===== src/rtl/term_sel_pkg.sv =====
// Purpose: Shared constants and types for the output terminal status selector
// Assumes: 50 MHz pclk
// Notes:   Register byte offsets, source codes and pulse timing live here
package term_sel_pkg;

    localparam int unsigned CLK_HZ        = 50_000_000;
    localparam int unsigned PULSE_MS      = 500;
    localparam int unsigned PULSE_CYCLES  = (CLK_HZ / 1000) * PULSE_MS;
    localparam int unsigned CNT_W         = 25;

    localparam logic [11:0] OFS_SEL       = 12'h000;
    localparam logic [11:0] OFS_CTRL      = 12'h004;
    localparam logic [11:0] OFS_STATUS    = 12'h008;
    localparam logic [11:0] OFS_IRQ_STAT  = 12'h00c;
    localparam logic [11:0] OFS_IRQ_MASK  = 12'h010;

    localparam logic [5:0]  SEL_RESET     = 6'h00;
    localparam logic [1:0]  CTRL_RESET    = 2'h0;
    localparam logic [2:0]  IRQ_RESET     = 3'h0;

    localparam int unsigned CTRL_WOBBLE_EN = 0;
    localparam int unsigned CTRL_COMM_OUT  = 1;

    localparam int unsigned IRQ_EDGE  = 0;
    localparam int unsigned IRQ_PULSE = 1;
    localparam int unsigned IRQ_SEL   = 2;

    typedef enum logic [5:0] {
        SRC_UNUSED      = 6'h00,
        SRC_WOBBLE_LIM  = 6'h0e,
        SRC_PLC_RUN     = 6'h0f,
        SRC_PLC_PAUSE   = 6'h10,
        SRC_PLC_CYCLE   = 6'h11,
        SRC_PLC_STEP    = 6'h12,
        SRC_PLC_DONE    = 6'h13,
        SRC_COMM        = 6'h14,
        SRC_RUN_TIME    = 6'h15,
        SRC_TIMER       = 6'h16,
        SRC_CNT_PRESET  = 6'h17,
        SRC_CNT_IND     = 6'h18
    } src_sel_t;

    typedef struct packed {
        logic wobble_high;
        logic wobble_low;
        logic plc_running;
        logic plc_paused;
        logic plc_cycle_done;
        logic plc_step_done;
        logic plc_all_done;
        logic run_time_reached;
        logic timer_out;
        logic cnt_preset_reached;
        logic cnt_ind_reached;
    } status_in_t;

endpackage


===== src/rtl/term_sel.sv =====
// Purpose: Select the condition that drives one digital output terminal
// Assumes: Status inputs come from engines in other clock domains or pins
// Notes:   Registers reached over APB; one level interrupt output
//
// The APB interface to the registers and the placing of the registers were left to the implementer.
`timescale 1ns/1ps

// How it works
// - Code 14 asserts when wobble frequency exceeds upper or lower limit.
// - Wobble limit reported only while wobble enable setting is one.
// - Code 15 asserts while the simple PLC sequence runs.
// - Code 16 asserts while PLC is paused from external terminals.
// - Code 17 signals each completed PLC cycle.
// - Code 18 signals each completed PLC step.
// - Code 19 signals when the whole PLC sequence completes.
// - Code 20 follows the communication-written output bit.
// - Code 21 signals when operating time reaches its preset.
// - Codes 17, 18, 19, 21 give a 500 ms pulse per event; an event during a pulse restarts the 500 ms.
// - Code 22 follows the timing function output.
// - Code 23 asserts when the counter reaches the preset count.
// - Code 24 asserts when the counter reaches the indicating count.
// - Code 0 keeps the terminal inactive.
module term_sel (
    input  wire logic                     pclk,
    input  wire logic                     presetn,
    input  wire logic                     psel,
    input  wire logic                     penable,
    input  wire logic                     pwrite,
    input  wire logic [11:0]              paddr,
    input  wire logic [31:0]              pwdata,
    output logic [31:0]                   prdata,
    output logic                          pready,
    output logic                          pslverr,
    input  wire term_sel_pkg::status_in_t status_in,
    output logic                          term_out,
    output logic                          irq
);
    import term_sel_pkg::*;

    // Synchronisers for asynchronous status sources
    status_in_t sync1_reg;
    status_in_t sync2_reg;
    status_in_t sync_prev_reg;

    always_ff @(posedge pclk or negedge presetn) begin
        if (!presetn) begin
            sync1_reg     <= '0;
            sync2_reg     <= '0;
            sync_prev_reg <= '0;
        end else begin
            sync1_reg     <= status_in;
            sync2_reg     <= sync1_reg;
            sync_prev_reg <= sync2_reg;
        end
    end

    function automatic logic rise(input logic now_v, input logic was_v);
        rise = now_v & ~was_v;
    endfunction

    logic ev_cycle;
    logic ev_step;
    logic ev_done;
    logic ev_time;

    assign ev_cycle = rise(sync2_reg.plc_cycle_done, sync_prev_reg.plc_cycle_done);
    assign ev_step  = rise(sync2_reg.plc_step_done, sync_prev_reg.plc_step_done);
    assign ev_done  = rise(sync2_reg.plc_all_done, sync_prev_reg.plc_all_done);
    assign ev_time  = rise(sync2_reg.run_time_reached, sync_prev_reg.run_time_reached);

    // Register file
    // SEL      selection code of the terminal source
    // CTRL     bit 0 wobble enable setting, bit 1 output value written by the host
    // STATUS   synchronised status, terminal level, pulse active (read only)
    // IRQ_STAT sticky events, write one to clear
    // IRQ_MASK one enables the matching event onto irq
    logic [5:0]  sel_reg;
    logic [5:0]  sel_next;
    logic [1:0]  ctrl_reg;
    logic [1:0]  ctrl_next;
    logic [2:0]  irq_stat_reg;
    logic [2:0]  irq_stat_next;
    logic [2:0]  irq_mask_reg;
    logic [2:0]  irq_mask_next;
    logic [31:0] prdata_reg;
    logic [31:0] prdata_next;
    logic        pslverr_reg;
    logic        pslverr_next;

    logic        wr_en;
    logic        rd_setup;
    logic        addr_ok;
    logic        term_next;
    logic        term_reg;
    logic        pulse_out;
    logic        pulse_trig;
    logic [2:0]  irq_events;

    assign wr_en   = psel & penable & pwrite;
    assign rd_setup = psel & ~penable & ~pwrite;
    assign addr_ok = (paddr == OFS_SEL) || (paddr == OFS_CTRL) || (paddr == OFS_STATUS)
                  || (paddr == OFS_IRQ_STAT) || (paddr == OFS_IRQ_MASK);
    assign pready  = 1'b1;

    always_comb begin
        sel_next      = sel_reg;
        ctrl_next     = ctrl_reg;
        irq_mask_next = irq_mask_reg;
        irq_stat_next = irq_stat_reg;
        // Read data and error are captured in the setup cycle
        prdata_next   = 32'h00000000;
        pslverr_next  = psel & ~penable & ~addr_ok;
        if (wr_en) begin
            case (paddr)
                OFS_SEL: begin
                    sel_next = pwdata[5:0];
                end
                OFS_CTRL: begin
                    ctrl_next = pwdata[1:0];
                end
                OFS_IRQ_STAT: begin
                    irq_stat_next = irq_stat_reg & ~pwdata[2:0];
                end
                OFS_IRQ_MASK: begin
                    irq_mask_next = pwdata[2:0];
                end
                default: begin
                    sel_next = sel_reg;     // Read-only or unmapped: write dropped
                end
            endcase
        end
        if (rd_setup) begin
            case (paddr)
                OFS_SEL:      prdata_next = {26'h0000000, sel_reg};
                OFS_CTRL:     prdata_next = {30'h00000000, ctrl_reg};
                OFS_STATUS:   prdata_next = {19'h00000, pulse_out, term_reg, sync2_reg};
                OFS_IRQ_STAT: prdata_next = {29'h00000000, irq_stat_reg};
                OFS_IRQ_MASK: prdata_next = {29'h00000000, irq_mask_reg};
                default:      prdata_next = 32'h00000000;
            endcase
        end
        // Set wins over a clear in the same cycle
        irq_stat_next = irq_stat_next | irq_events;
    end

    always_ff @(posedge pclk or negedge presetn) begin
        if (!presetn) begin
            sel_reg      <= SEL_RESET;
            ctrl_reg     <= CTRL_RESET;
            irq_stat_reg <= IRQ_RESET;
            irq_mask_reg <= IRQ_RESET;
            prdata_reg   <= 32'h00000000;
            pslverr_reg  <= 1'b0;
        end else begin
            sel_reg      <= sel_next;
            ctrl_reg     <= ctrl_next;
            irq_stat_reg <= irq_stat_next;
            irq_mask_reg <= irq_mask_next;
            prdata_reg   <= prdata_next;
            pslverr_reg  <= pslverr_next;
        end
    end

    // Captured at the setup edge, so both stand unchanged through the access cycle
    assign prdata  = prdata_reg;
    assign pslverr = pslverr_reg;

    // Event pulse generation for the selected pulse source
    always_comb begin
        case (sel_reg)
            SRC_PLC_CYCLE: pulse_trig = ev_cycle;
            SRC_PLC_STEP:  pulse_trig = ev_step;
            SRC_PLC_DONE:  pulse_trig = ev_done;
            SRC_RUN_TIME:  pulse_trig = ev_time;
            default:       pulse_trig = 1'b0;
        endcase
    end

    pulse_stretch u_pulse (
        .pclk    (pclk),
        .presetn (presetn),
        .trig    (pulse_trig),
        .pulse   (pulse_out)
    );

    // Terminal source multiplexer
    always_comb begin
        case (sel_reg)
            SRC_UNUSED:     term_next = 1'b0;
            SRC_WOBBLE_LIM: term_next = ctrl_reg[CTRL_WOBBLE_EN]
                                      & (sync2_reg.wobble_high | sync2_reg.wobble_low);
            SRC_PLC_RUN:    term_next = sync2_reg.plc_running;
            SRC_PLC_PAUSE:  term_next = sync2_reg.plc_paused;
            SRC_PLC_CYCLE,
            SRC_PLC_STEP,
            SRC_PLC_DONE,
            SRC_RUN_TIME:   term_next = pulse_out;
            SRC_COMM:       term_next = ctrl_reg[CTRL_COMM_OUT];
            SRC_TIMER:      term_next = sync2_reg.timer_out;
            SRC_CNT_PRESET: term_next = sync2_reg.cnt_preset_reached;
            SRC_CNT_IND:    term_next = sync2_reg.cnt_ind_reached;
            default:        term_next = 1'b0;
        endcase
    end

    always_ff @(posedge pclk or negedge presetn) begin
        if (!presetn) begin
            term_reg <= 1'b0;
        end else begin
            term_reg <= term_next;
        end
    end

    assign term_out = term_reg;

    // Interrupt events: terminal rising, pulse start, selection write
    assign irq_events[IRQ_EDGE]  = term_next & ~term_reg;
    assign irq_events[IRQ_PULSE] = pulse_trig;
    assign irq_events[IRQ_SEL]   = wr_en & (paddr == OFS_SEL);
    assign irq = |(irq_stat_reg & irq_mask_reg);

    // Terminal level checks
    a_unused_idle : assert property (@(posedge pclk) disable iff (!presetn)
        (sel_reg == SRC_UNUSED) |=> !term_out) else $error("unused terminal active");
    a_wobble_gate : assert property (@(posedge pclk) disable iff (!presetn)
        (sel_reg == SRC_WOBBLE_LIM && !ctrl_reg[CTRL_WOBBLE_EN]) |=> !term_out)
        else $error("wobble limit shown while disabled");
    a_wobble_lim : assert property (@(posedge pclk) disable iff (!presetn)
        (sel_reg == SRC_WOBBLE_LIM && ctrl_reg[CTRL_WOBBLE_EN] && sync2_reg.wobble_high)
        |=> term_out) else $error("wobble limit not shown");
    a_wobble_low : assert property (@(posedge pclk) disable iff (!presetn)
        (sel_reg == SRC_WOBBLE_LIM && ctrl_reg[CTRL_WOBBLE_EN] && sync2_reg.wobble_low)
        |=> term_out) else $error("low wobble limit not shown");
    a_wobble_idle : assert property (@(posedge pclk) disable iff (!presetn)
        (sel_reg == SRC_WOBBLE_LIM && !sync2_reg.wobble_high && !sync2_reg.wobble_low)
        |=> !term_out) else $error("wobble limit shown inside limits");
    a_plc_run : assert property (@(posedge pclk) disable iff (!presetn)
        (sel_reg == SRC_PLC_RUN) |=> (term_out == $past(sync2_reg.plc_running)))
        else $error("run status not followed");
    a_plc_pause : assert property (@(posedge pclk) disable iff (!presetn)
        (sel_reg == SRC_PLC_PAUSE) |=> (term_out == $past(sync2_reg.plc_paused)))
        else $error("pause status not followed");
    a_comm_follow : assert property (@(posedge pclk) disable iff (!presetn)
        (sel_reg == SRC_COMM) |=> (term_out == $past(ctrl_reg[CTRL_COMM_OUT])))
        else $error("comm output not followed");
    a_timer_follow : assert property (@(posedge pclk) disable iff (!presetn)
        (sel_reg == SRC_TIMER) |=> (term_out == $past(sync2_reg.timer_out)))
        else $error("timer output not followed");
    a_cnt_preset : assert property (@(posedge pclk) disable iff (!presetn)
        (sel_reg == SRC_CNT_PRESET) |=> (term_out == $past(sync2_reg.cnt_preset_reached)))
        else $error("preset count not followed");
    a_cnt_ind : assert property (@(posedge pclk) disable iff (!presetn)
        (sel_reg == SRC_CNT_IND) |=> (term_out == $past(sync2_reg.cnt_ind_reached)))
        else $error("indicating count not followed");
    a_unknown_idle : assert property (@(posedge pclk) disable iff (!presetn)
        (sel_reg > SRC_CNT_IND || (sel_reg != SRC_UNUSED && sel_reg < SRC_WOBBLE_LIM))
        |=> !term_out) else $error("unknown code drives terminal");

    // Pulse source checks
    a_cycle_pulse : assert property (@(posedge pclk) disable iff (!presetn)
        (sel_reg == SRC_PLC_CYCLE && ev_cycle && $stable(sel_reg)) |=> ##1 term_out [*4])
        else $error("cycle pulse missing");
    a_step_pulse : assert property (@(posedge pclk) disable iff (!presetn)
        (sel_reg == SRC_PLC_STEP && ev_step) |=> pulse_out) else $error("step pulse missing");
    a_done_pulse : assert property (@(posedge pclk) disable iff (!presetn)
        (sel_reg == SRC_PLC_DONE && ev_done) |=> pulse_out) else $error("done pulse missing");
    a_time_pulse : assert property (@(posedge pclk) disable iff (!presetn)
        (sel_reg == SRC_RUN_TIME && ev_time) |=> pulse_out) else $error("time pulse missing");
    a_pulse_route : assert property (@(posedge pclk) disable iff (!presetn)
        (sel_reg inside {SRC_PLC_CYCLE, SRC_PLC_STEP, SRC_PLC_DONE, SRC_RUN_TIME})
        |=> (term_out == $past(pulse_out))) else $error("pulse not routed to terminal");
    a_pulse_quiet : assert property (@(posedge pclk) disable iff (!presetn)
        !(sel_reg inside {SRC_PLC_CYCLE, SRC_PLC_STEP, SRC_PLC_DONE, SRC_RUN_TIME})
        |-> !pulse_trig) else $error("level source started a pulse");
    a_pulse_restart : assert property (@(posedge pclk) disable iff (!presetn)
        (pulse_out && pulse_trig) |=> pulse_out) else $error("retrigger dropped the pulse");

    // Register and interrupt checks
    a_read_err : assert property (@(posedge pclk) disable iff (!presetn)
        (psel && penable && !addr_ok) |-> pslverr) else $error("unmapped access not refused");
    a_read_ok : assert property (@(posedge pclk) disable iff (!presetn)
        (psel && penable && addr_ok) |-> !pslverr) else $error("mapped access refused");
    a_write_drop : assert property (@(posedge pclk) disable iff (!presetn)
        (wr_en && !addr_ok) |=> (sel_reg == $past(sel_reg)))
        else $error("unmapped write changed the selection");
    a_irq_clear : assert property (@(posedge pclk) disable iff (!presetn)
        (wr_en && paddr == OFS_IRQ_STAT && pwdata[IRQ_SEL]) |=> !irq_stat_reg[IRQ_SEL])
        else $error("select flag not cleared");
    a_sel_flag : assert property (@(posedge pclk) disable iff (!presetn)
        (wr_en && paddr == OFS_SEL) |=> irq_stat_reg[IRQ_SEL])
        else $error("select write not flagged");
    a_pulse_flag : assert property (@(posedge pclk) disable iff (!presetn)
        pulse_trig |=> irq_stat_reg[IRQ_PULSE]) else $error("pulse event not flagged");
    a_edge_flag : assert property (@(posedge pclk) disable iff (!presetn)
        (term_next && !term_reg) |=> irq_stat_reg[IRQ_EDGE])
        else $error("terminal rise not flagged");

    c_wobble  : cover property (@(posedge pclk) sel_reg == SRC_WOBBLE_LIM && term_out);
    c_pulse   : cover property (@(posedge pclk) pulse_trig ##1 pulse_out);
    c_restart : cover property (@(posedge pclk) pulse_out && pulse_trig);
    c_comm    : cover property (@(posedge pclk) sel_reg == SRC_COMM && term_out);
    c_irq     : cover property (@(posedge pclk) irq);

endmodule


===== src/rtl/pulse_stretch.sv =====
// Purpose: Stretch a one-cycle event into a fixed-length pulse
// Assumes: Event input is synchronous to pclk
// Notes:   A fresh event restarts the count
`timescale 1ns/1ps
module pulse_stretch (
    input  wire logic pclk,
    input  wire logic presetn,
    input  wire logic trig,
    output logic      pulse
);
    import term_sel_pkg::*;

    logic [CNT_W-1:0] cnt_reg;
    logic [CNT_W-1:0] cnt_next;

    always_comb begin
        cnt_next = cnt_reg;
        if (trig) begin
            cnt_next = CNT_W'(PULSE_CYCLES);
        end else if (cnt_reg != '0) begin
            cnt_next = cnt_reg - CNT_W'(1);
        end
    end

    always_ff @(posedge pclk or negedge presetn) begin
        if (!presetn) begin
            cnt_reg <= '0;
        end else begin
            cnt_reg <= cnt_next;
        end
    end

    assign pulse = (cnt_reg != '0);

    a_pulse_start : assert property (@(posedge pclk) disable iff (!presetn)
        trig |=> pulse) else $error("pulse did not start after event");
    a_pulse_hold : assert property (@(posedge pclk) disable iff (!presetn)
        trig |=> pulse [*8]) else $error("pulse ended too early");
    a_pulse_reload : assert property (@(posedge pclk) disable iff (!presetn)
        trig |=> (cnt_reg == CNT_W'(PULSE_CYCLES))) else $error("pulse timer not restarted");

endmodule


===== config.mk =====
export PLATFORM = sky130hd
export DESIGN_NAME = term_sel
export DESIGN_NICKNAME = d
export VERILOG_FILES = /design/src/rtl/term_sel_pkg.sv /design/src/rtl/term_sel.sv /design/src/rtl/pulse_stretch.sv
export SDC_FILE = /design/constraint.sdc
export NUM_CORES = 1
export LEC_CHECK = 0
export BUFFER_PORTS_ARGS = -buffer_cell sky130_fd_sc_hd__buf_2
export CAP_MARGIN = 10
export CORE_MARGIN = 10
export CORE_UTILIZATION = 54
export CTS_BUF_LIST = sky130_fd_sc_hd__clkbuf_8
export CTS_CLUSTER_SIZE = 14
export DETAILED_ROUTE_END_ITERATION = 8
export HOLD_SLACK_MARGIN = 0.12
export PLACE_DENSITY = 0.81
export RECOVER_POWER = 25
export SETUP_SLACK_MARGIN = 0.1
export SYNTH_ARGS = -nofsm -noshare
export SYNTH_HDL_FRONTEND = slang
export SYNTH_SLANG_ARGS = --single-unit

===== constraint.sdc =====
create_clock -name pclk -period 2.5 [get_ports pclk]
set_input_delay 0.375 -clock pclk [delete_from_list [all_inputs] [get_ports pclk]]
set_output_delay 0.375 -clock pclk [all_outputs]
set_load 0.02 [all_outputs]

## Word level (Yosys, flattened, before mapping)

Index checks and enable logic that the tools add are counted.

- Bits in registers: 99
- Latch bits: 0
- Memory bits (writable): 0
- Bits in read-only memories: 0
- Output and inout bits: 36
- Memories kept: 0

- $add $sub $neg: 1
- Multiply operators: 0
- Div/mod/pow operators: 0
- Order comparisons: 0
- Equality and inequality tests: 15
- Shift-type cells: 0
- Mux-type cells: 8
- Bitwise logic cells: 25
- Reduce and logical (&&, ||, !) cells: 12

Operators with widths:

| operator | number |
|---|---|
| one-hot mux 13 bit (5 select lines) | 1 |
| == test 6 x 5 -> 1 bit (second input constant) | 9 |
| two-way mux 25 bit | 2 |
| nonzero test 25 bit | 1 |
| subtractor 25 x 1 -> 25 bit (second input constant) | 1 |
| == test 12 x 4 -> 1 bit (second input constant) | 2 |
| two-way mux 13 bit | 1 |
| AND 1 bit | 12 |
| == test 12 x 3 -> 1 bit (second input constant) | 1 |
| == test 12 x 5 -> 1 bit (second input constant) | 1 |
| == test 6 x 4 -> 1 bit (second input constant) | 2 |
| logical NOT 12 bit | 1 |
| NOT 1 bit | 8 |
| one-hot mux 1 bit (8 select lines) | 1 |
| AND 3 bit | 2 |
| two-way mux 3 bit | 2 |
| AND reduction 2 bit | 3 |
| logical OR 1 bit | 4 |
| one-hot mux 1 bit (4 select lines) | 1 |
| OR reduction 4 bit | 1 |
| NOT 3 bit | 1 |
| bitwise OR 3 bit | 1 |
| OR reduction 3 bit | 1 |
| nonzero test 2 bit | 1 |
| bitwise OR 1 bit | 1 |

## Logic depth before layout (Yosys ltp)

- Depth in word-level cells: 7
- Mapped depth: 8

## Cells and area by module

Synthesis repeated with hierarchy kept, for this count alone.

- Cell total of the unflattened synthesis: 323
- Area total of the unflattened synthesis: 3,766.1 µm²

Modules (own cells, without submodules):

| module | times used | cells each | area each (µm²) |
|---|---|---|---|
| term_sel | 1 | 181 | 2,289.7 |
| pulse_stretch | 1 | 142 | 1,476.4 |

## Worst setup path after synthesis

Ideal clock, no wire load.

- Kind: register to register
- From: reg u_pulse.cnt_reg[0]
- To: reg u_pulse.cnt_reg[11]
- Library setup time: 0.132 ns
- Data arrival time: 2.152 ns
- Slack: 0.217 ns
- Cell stages (with the launch flop): 9
- Buffers on the path: 1
- Clock period less this slack: 2.283 ns
- Path through: dfrtp_1 inv_1 ha_1 or3b_2 or4_4 buf_6 o21ai_4 nor3_1 or3b_1

- Word-level cells in the longest chain between the ends: 3
- Elaborated cells between the ends (all ways): 5
- Those cells by class: add/sub: 1; mux: 2; reduce/logical: 2

RTL lines:

| item | line | RTL |
|---|---|---|
| from (decl) | pulse_stretch.sv:13 | `logic [CNT_W-1:0] cnt_reg;` |
| from (signal assigned) | pulse_stretch.sv:29 | `cnt_reg <= cnt_next;` |
| subtractor 25 x 1 -> 25 bit | pulse_stretch.sv:21 | `cnt_next = cnt_reg - CNT_W'(1);` |
| two-way mux 25 bit | pulse_stretch.sv:20 | `end else if (cnt_reg != '0) begin` |
| two-way mux 25 bit | pulse_stretch.sv:18 | `if (trig) begin` |

Parallel ways exist; a longest one is shown, timed or not. The select of a mux whose other input is x is not followed.
A chain may end at the register's enable or synchronous reset.

## Worst setup path in the final report

- From: reg u_pulse.cnt_reg[1]
- To: reg u_pulse.cnt_reg[11]

The elaborated chain is that of the path after synthesis.

==> impl_results.md <==
- CP top delay family: simple AND/OR/NAND/NOR gates
- Placed Cells: approximately 450
- Worst-case clock buffer depth: 2
- IO Port Bufs: 49
- Drt wl/cell: 16.52 microns
- Post-Layout Cell Count: about 470
- Dpl ws: between 30 and 40 ps
- RSZ-0062 raised after global routing: no
- First-pass DRT Iterations: 4
- GR Util met3: 0.04858
- Yosys cell types: between 50 and 60
- Sum Neg Setup Slack: 0 ps
- Skew-Pair Late Insertion Delay: roughly 340 ps
- FF-to-FF setup slack: 130 ps
- Synthesized cell area: ~3600 sq um
- Cells after Synth: 325
- Rows: 29
- CP max stage cell: or4_4
- GRT Total Usage: 0.1490
- Crit path DAT: 2590 ps
- Clock Skew: around 6.2 ps
- Static Leakage: 1.976 nW
- Die width: 102.0 microns
- Via Count: roughly 2600
- Critical Path End Type: register
- Layout cells sized above 1: 0.2641
- Synth area leaders: dfrtp_1, buf_4, mux2_2
- N_diodes: 0
- Nets: roughly 450
- Grt met2 use: 0.2588
- Max FFs per register: 25
- Final Setup Violations: 0
- Worst Path Buf+Inv: 1
- Most area-hungry cell type in the Yosys netlist: dfrtp_1
- Critical Path, Cell by Cell: inv_1 -> ha_4 -> or3b_4 -> or4_4 -> o21ai_4 -> nor3_1 -> or3b_1
- Crit Path Category: register to register
- Relative slew slack: -0.2711
- Final Power: 3.943 mW
- Tmin final: between 2000 and 2500 ps
- Worst hold margin: 135.4 ps
- Fin. Hold Viols: 0
- Async SR Flop Fraction: 1.000
- Worst-path clk slew: ~80 ps
- Critical Path RT: 2720 ps
- Vias in the first global route: about 2700
- Layout area overhead: 15.57%
- Pin count of the biggest net entering global routing: 81
- Initial Util: 0.5624
- Register bit total from synthesis: 80
- Startpoint Class: register
- Top Ports: 96
- Fill count: between 400 and 500
- 1st-iter DRT viols: roughly 150
- Max Cap Viol: 1
- Critical path fanouts, max: 5
- Gr ovfl total: 0
- Worst VDD drop: roughly 580 uV
- FMAX: around 420 MHz
- M1 GR Usage: 0.1721
- Hold Path Class: input port to register
- DRC: 0
- WL final: 7713 microns
- Seq/Total Area, Yosys: 0.5512
- Largest stage delay on the critical path: between 500 and 600 ps
- Root Buffer: clkbuf_8
- Final WS setup: roughly 130 ps
- Max-slew violations: 81
- Drt via density: 5.627
- Top_reg_cell synth: dfrtp_1
- Yosys top cell area share: 0.5512
- CTS HTree Levels: 3
- Die area: roughly 10000 sq um
- CTS tree: yes
- GRT busiest layer: met2
- Initial antenna violation count: 0
- Post-DP HPWL: between 5000 and 6000 microns
- Avg Synthesized Cell Area: around 11 sq um
- Final period util: 0.9474
- Status: finished with violations
- Pwr Density: 939.3 nW/um^2
- Die Ht: between 100 and 150 microns
- First-pass GRT wire length: about 13000 microns
- Post-synth EDFFs: 0
- Worst Max-Slew Pin Slew: 1907 ps
- Inserted Clock Buffers: 9
- YS warnings: 0
- Antenna-violating nets left: 0
- GP Congestion: between 0.8 and 0.9
- Core ar.: approximately 6500 sq um
- Clock sink count: 80
- Failing checks: max-capacitance violations, max-slew violations
-- cell type report --
type	count	area, sq um	area share
sequential	80	2002	0.4769
multi-input combinational	225	1494	0.3559
timing repair buffer	63	357.8	0.08525
clock buffer	9	123.9	0.02951
clock inverter	7	101.3	0.02414
tap	77	96.34	0.02295
inverter	6	22.52	0.005365
-- kinds of logic (layout without fill, tap and decap cells) --
| logic type | count (synthesis) | after routing | synth area share |
|---|---|---|---|
| and+or+nand+nor | 127 | 128 | 0.2005 |
| DFF | 80 | 80 | 0.5512 |
| AOI/OAI and AO/OA | 43 | 43 | 0.08199 |
| buffers and inverters | 39 | 85 | 0.06338 |
| muxes | 18 | 18 | 0.06028 |
| xor gates and xnor gates | 14 | 14 | 0.03376 |
| adders and majority gates | 2 | 2 | 0.006888 |
| other | 2 | 20 | 0.002068 |
-- synth_stat cells, types with 6 or more instances --
master	instances
a21oi_1	7
and2_1	8
buf_4	20
clkbuf_1	10
dfrtp_1	80
inv_1	6
mux2_2	11
nand2_1	17
nand3_1	14
nor2_1	27
nor3_1	9
nor4_1	7
o211ai_1	6
o21ai_0	10
or4_1	6
xnor2_1	7
xor2_1	7
-- final timing paths --
| kind | start | to | cells after the start |
|---|---|---|---|
| setup / recovery | u_pulse.cnt_reg[1]$_DFFE_PN0P_ | u_pulse.cnt_reg[11]$_DFFE_PN0P_ | 7 |
| hold / removal | status_in[0] | sync1_reg[0]$_DFF_PN0_ | 1 |
| setup reg to reg | u_pulse.cnt_reg[1]$_DFFE_PN0P_ | u_pulse.cnt_reg[11]$_DFFE_PN0P_ | 7 |
| hold reg to reg | sync1_reg[8]$_DFF_PN0_ | sync2_reg[8]$_DFF_PN0_ | 0 |
| max in group asynchronous | presetn | irq_mask_reg[2]$_DFFE_PN0P_ | 1 |
| min in group asynchronous | presetn | sync1_reg[5]$_DFF_PN0_ | 1 |
-- metal layers --
layer	wire (microns)	vias to the layer above
met5	0	-
met3	587	7
met2	3951	80
met1	3113	1291
li1	-	1250
met4	61	0
-- power by group --
group          total (mW)  internal [mW]  switching (mW)
clock                1.05          0.570           0.475
combinational        1.19          0.542           0.649
sequential           1.71           1.50           0.207
-- cells in the final DEF (no fill, tap or decap), types with 8 or more instances in the layout --
cell type / n
o21ai_0: 10
buf_2: 48
nand3_1: 14
and2_1: 8
conb_1: 20
buf_4: 11
dfrtp_1: 80
nor3_1: 9
mux2_2: 11
clkbuf_8: 9
nand2_1: 17
nor2_1: 27
-- per-stage QoR --
stage | utilization | area (sq um)
final | 0.6499 | 4198
after global routing | 0.6499 | 4198
after CTS | 0.6393 | 4129
after detailed placement | 0.6044 | 3904
after global placement | 0.6044 | 3904
after floorplan | - | 3700
-- repair_timing --
action | 4_1_cts | 5_1_grt
gates resized for setup | 0 | 5
buffers inserted | 0 | 2
setup endpoints to repair | 0 | 3
endpoints found under the hold margin | 0 | 3
hold buffers | 0 | 3
No activity file was read; power rests on OpenSTA's default activity.
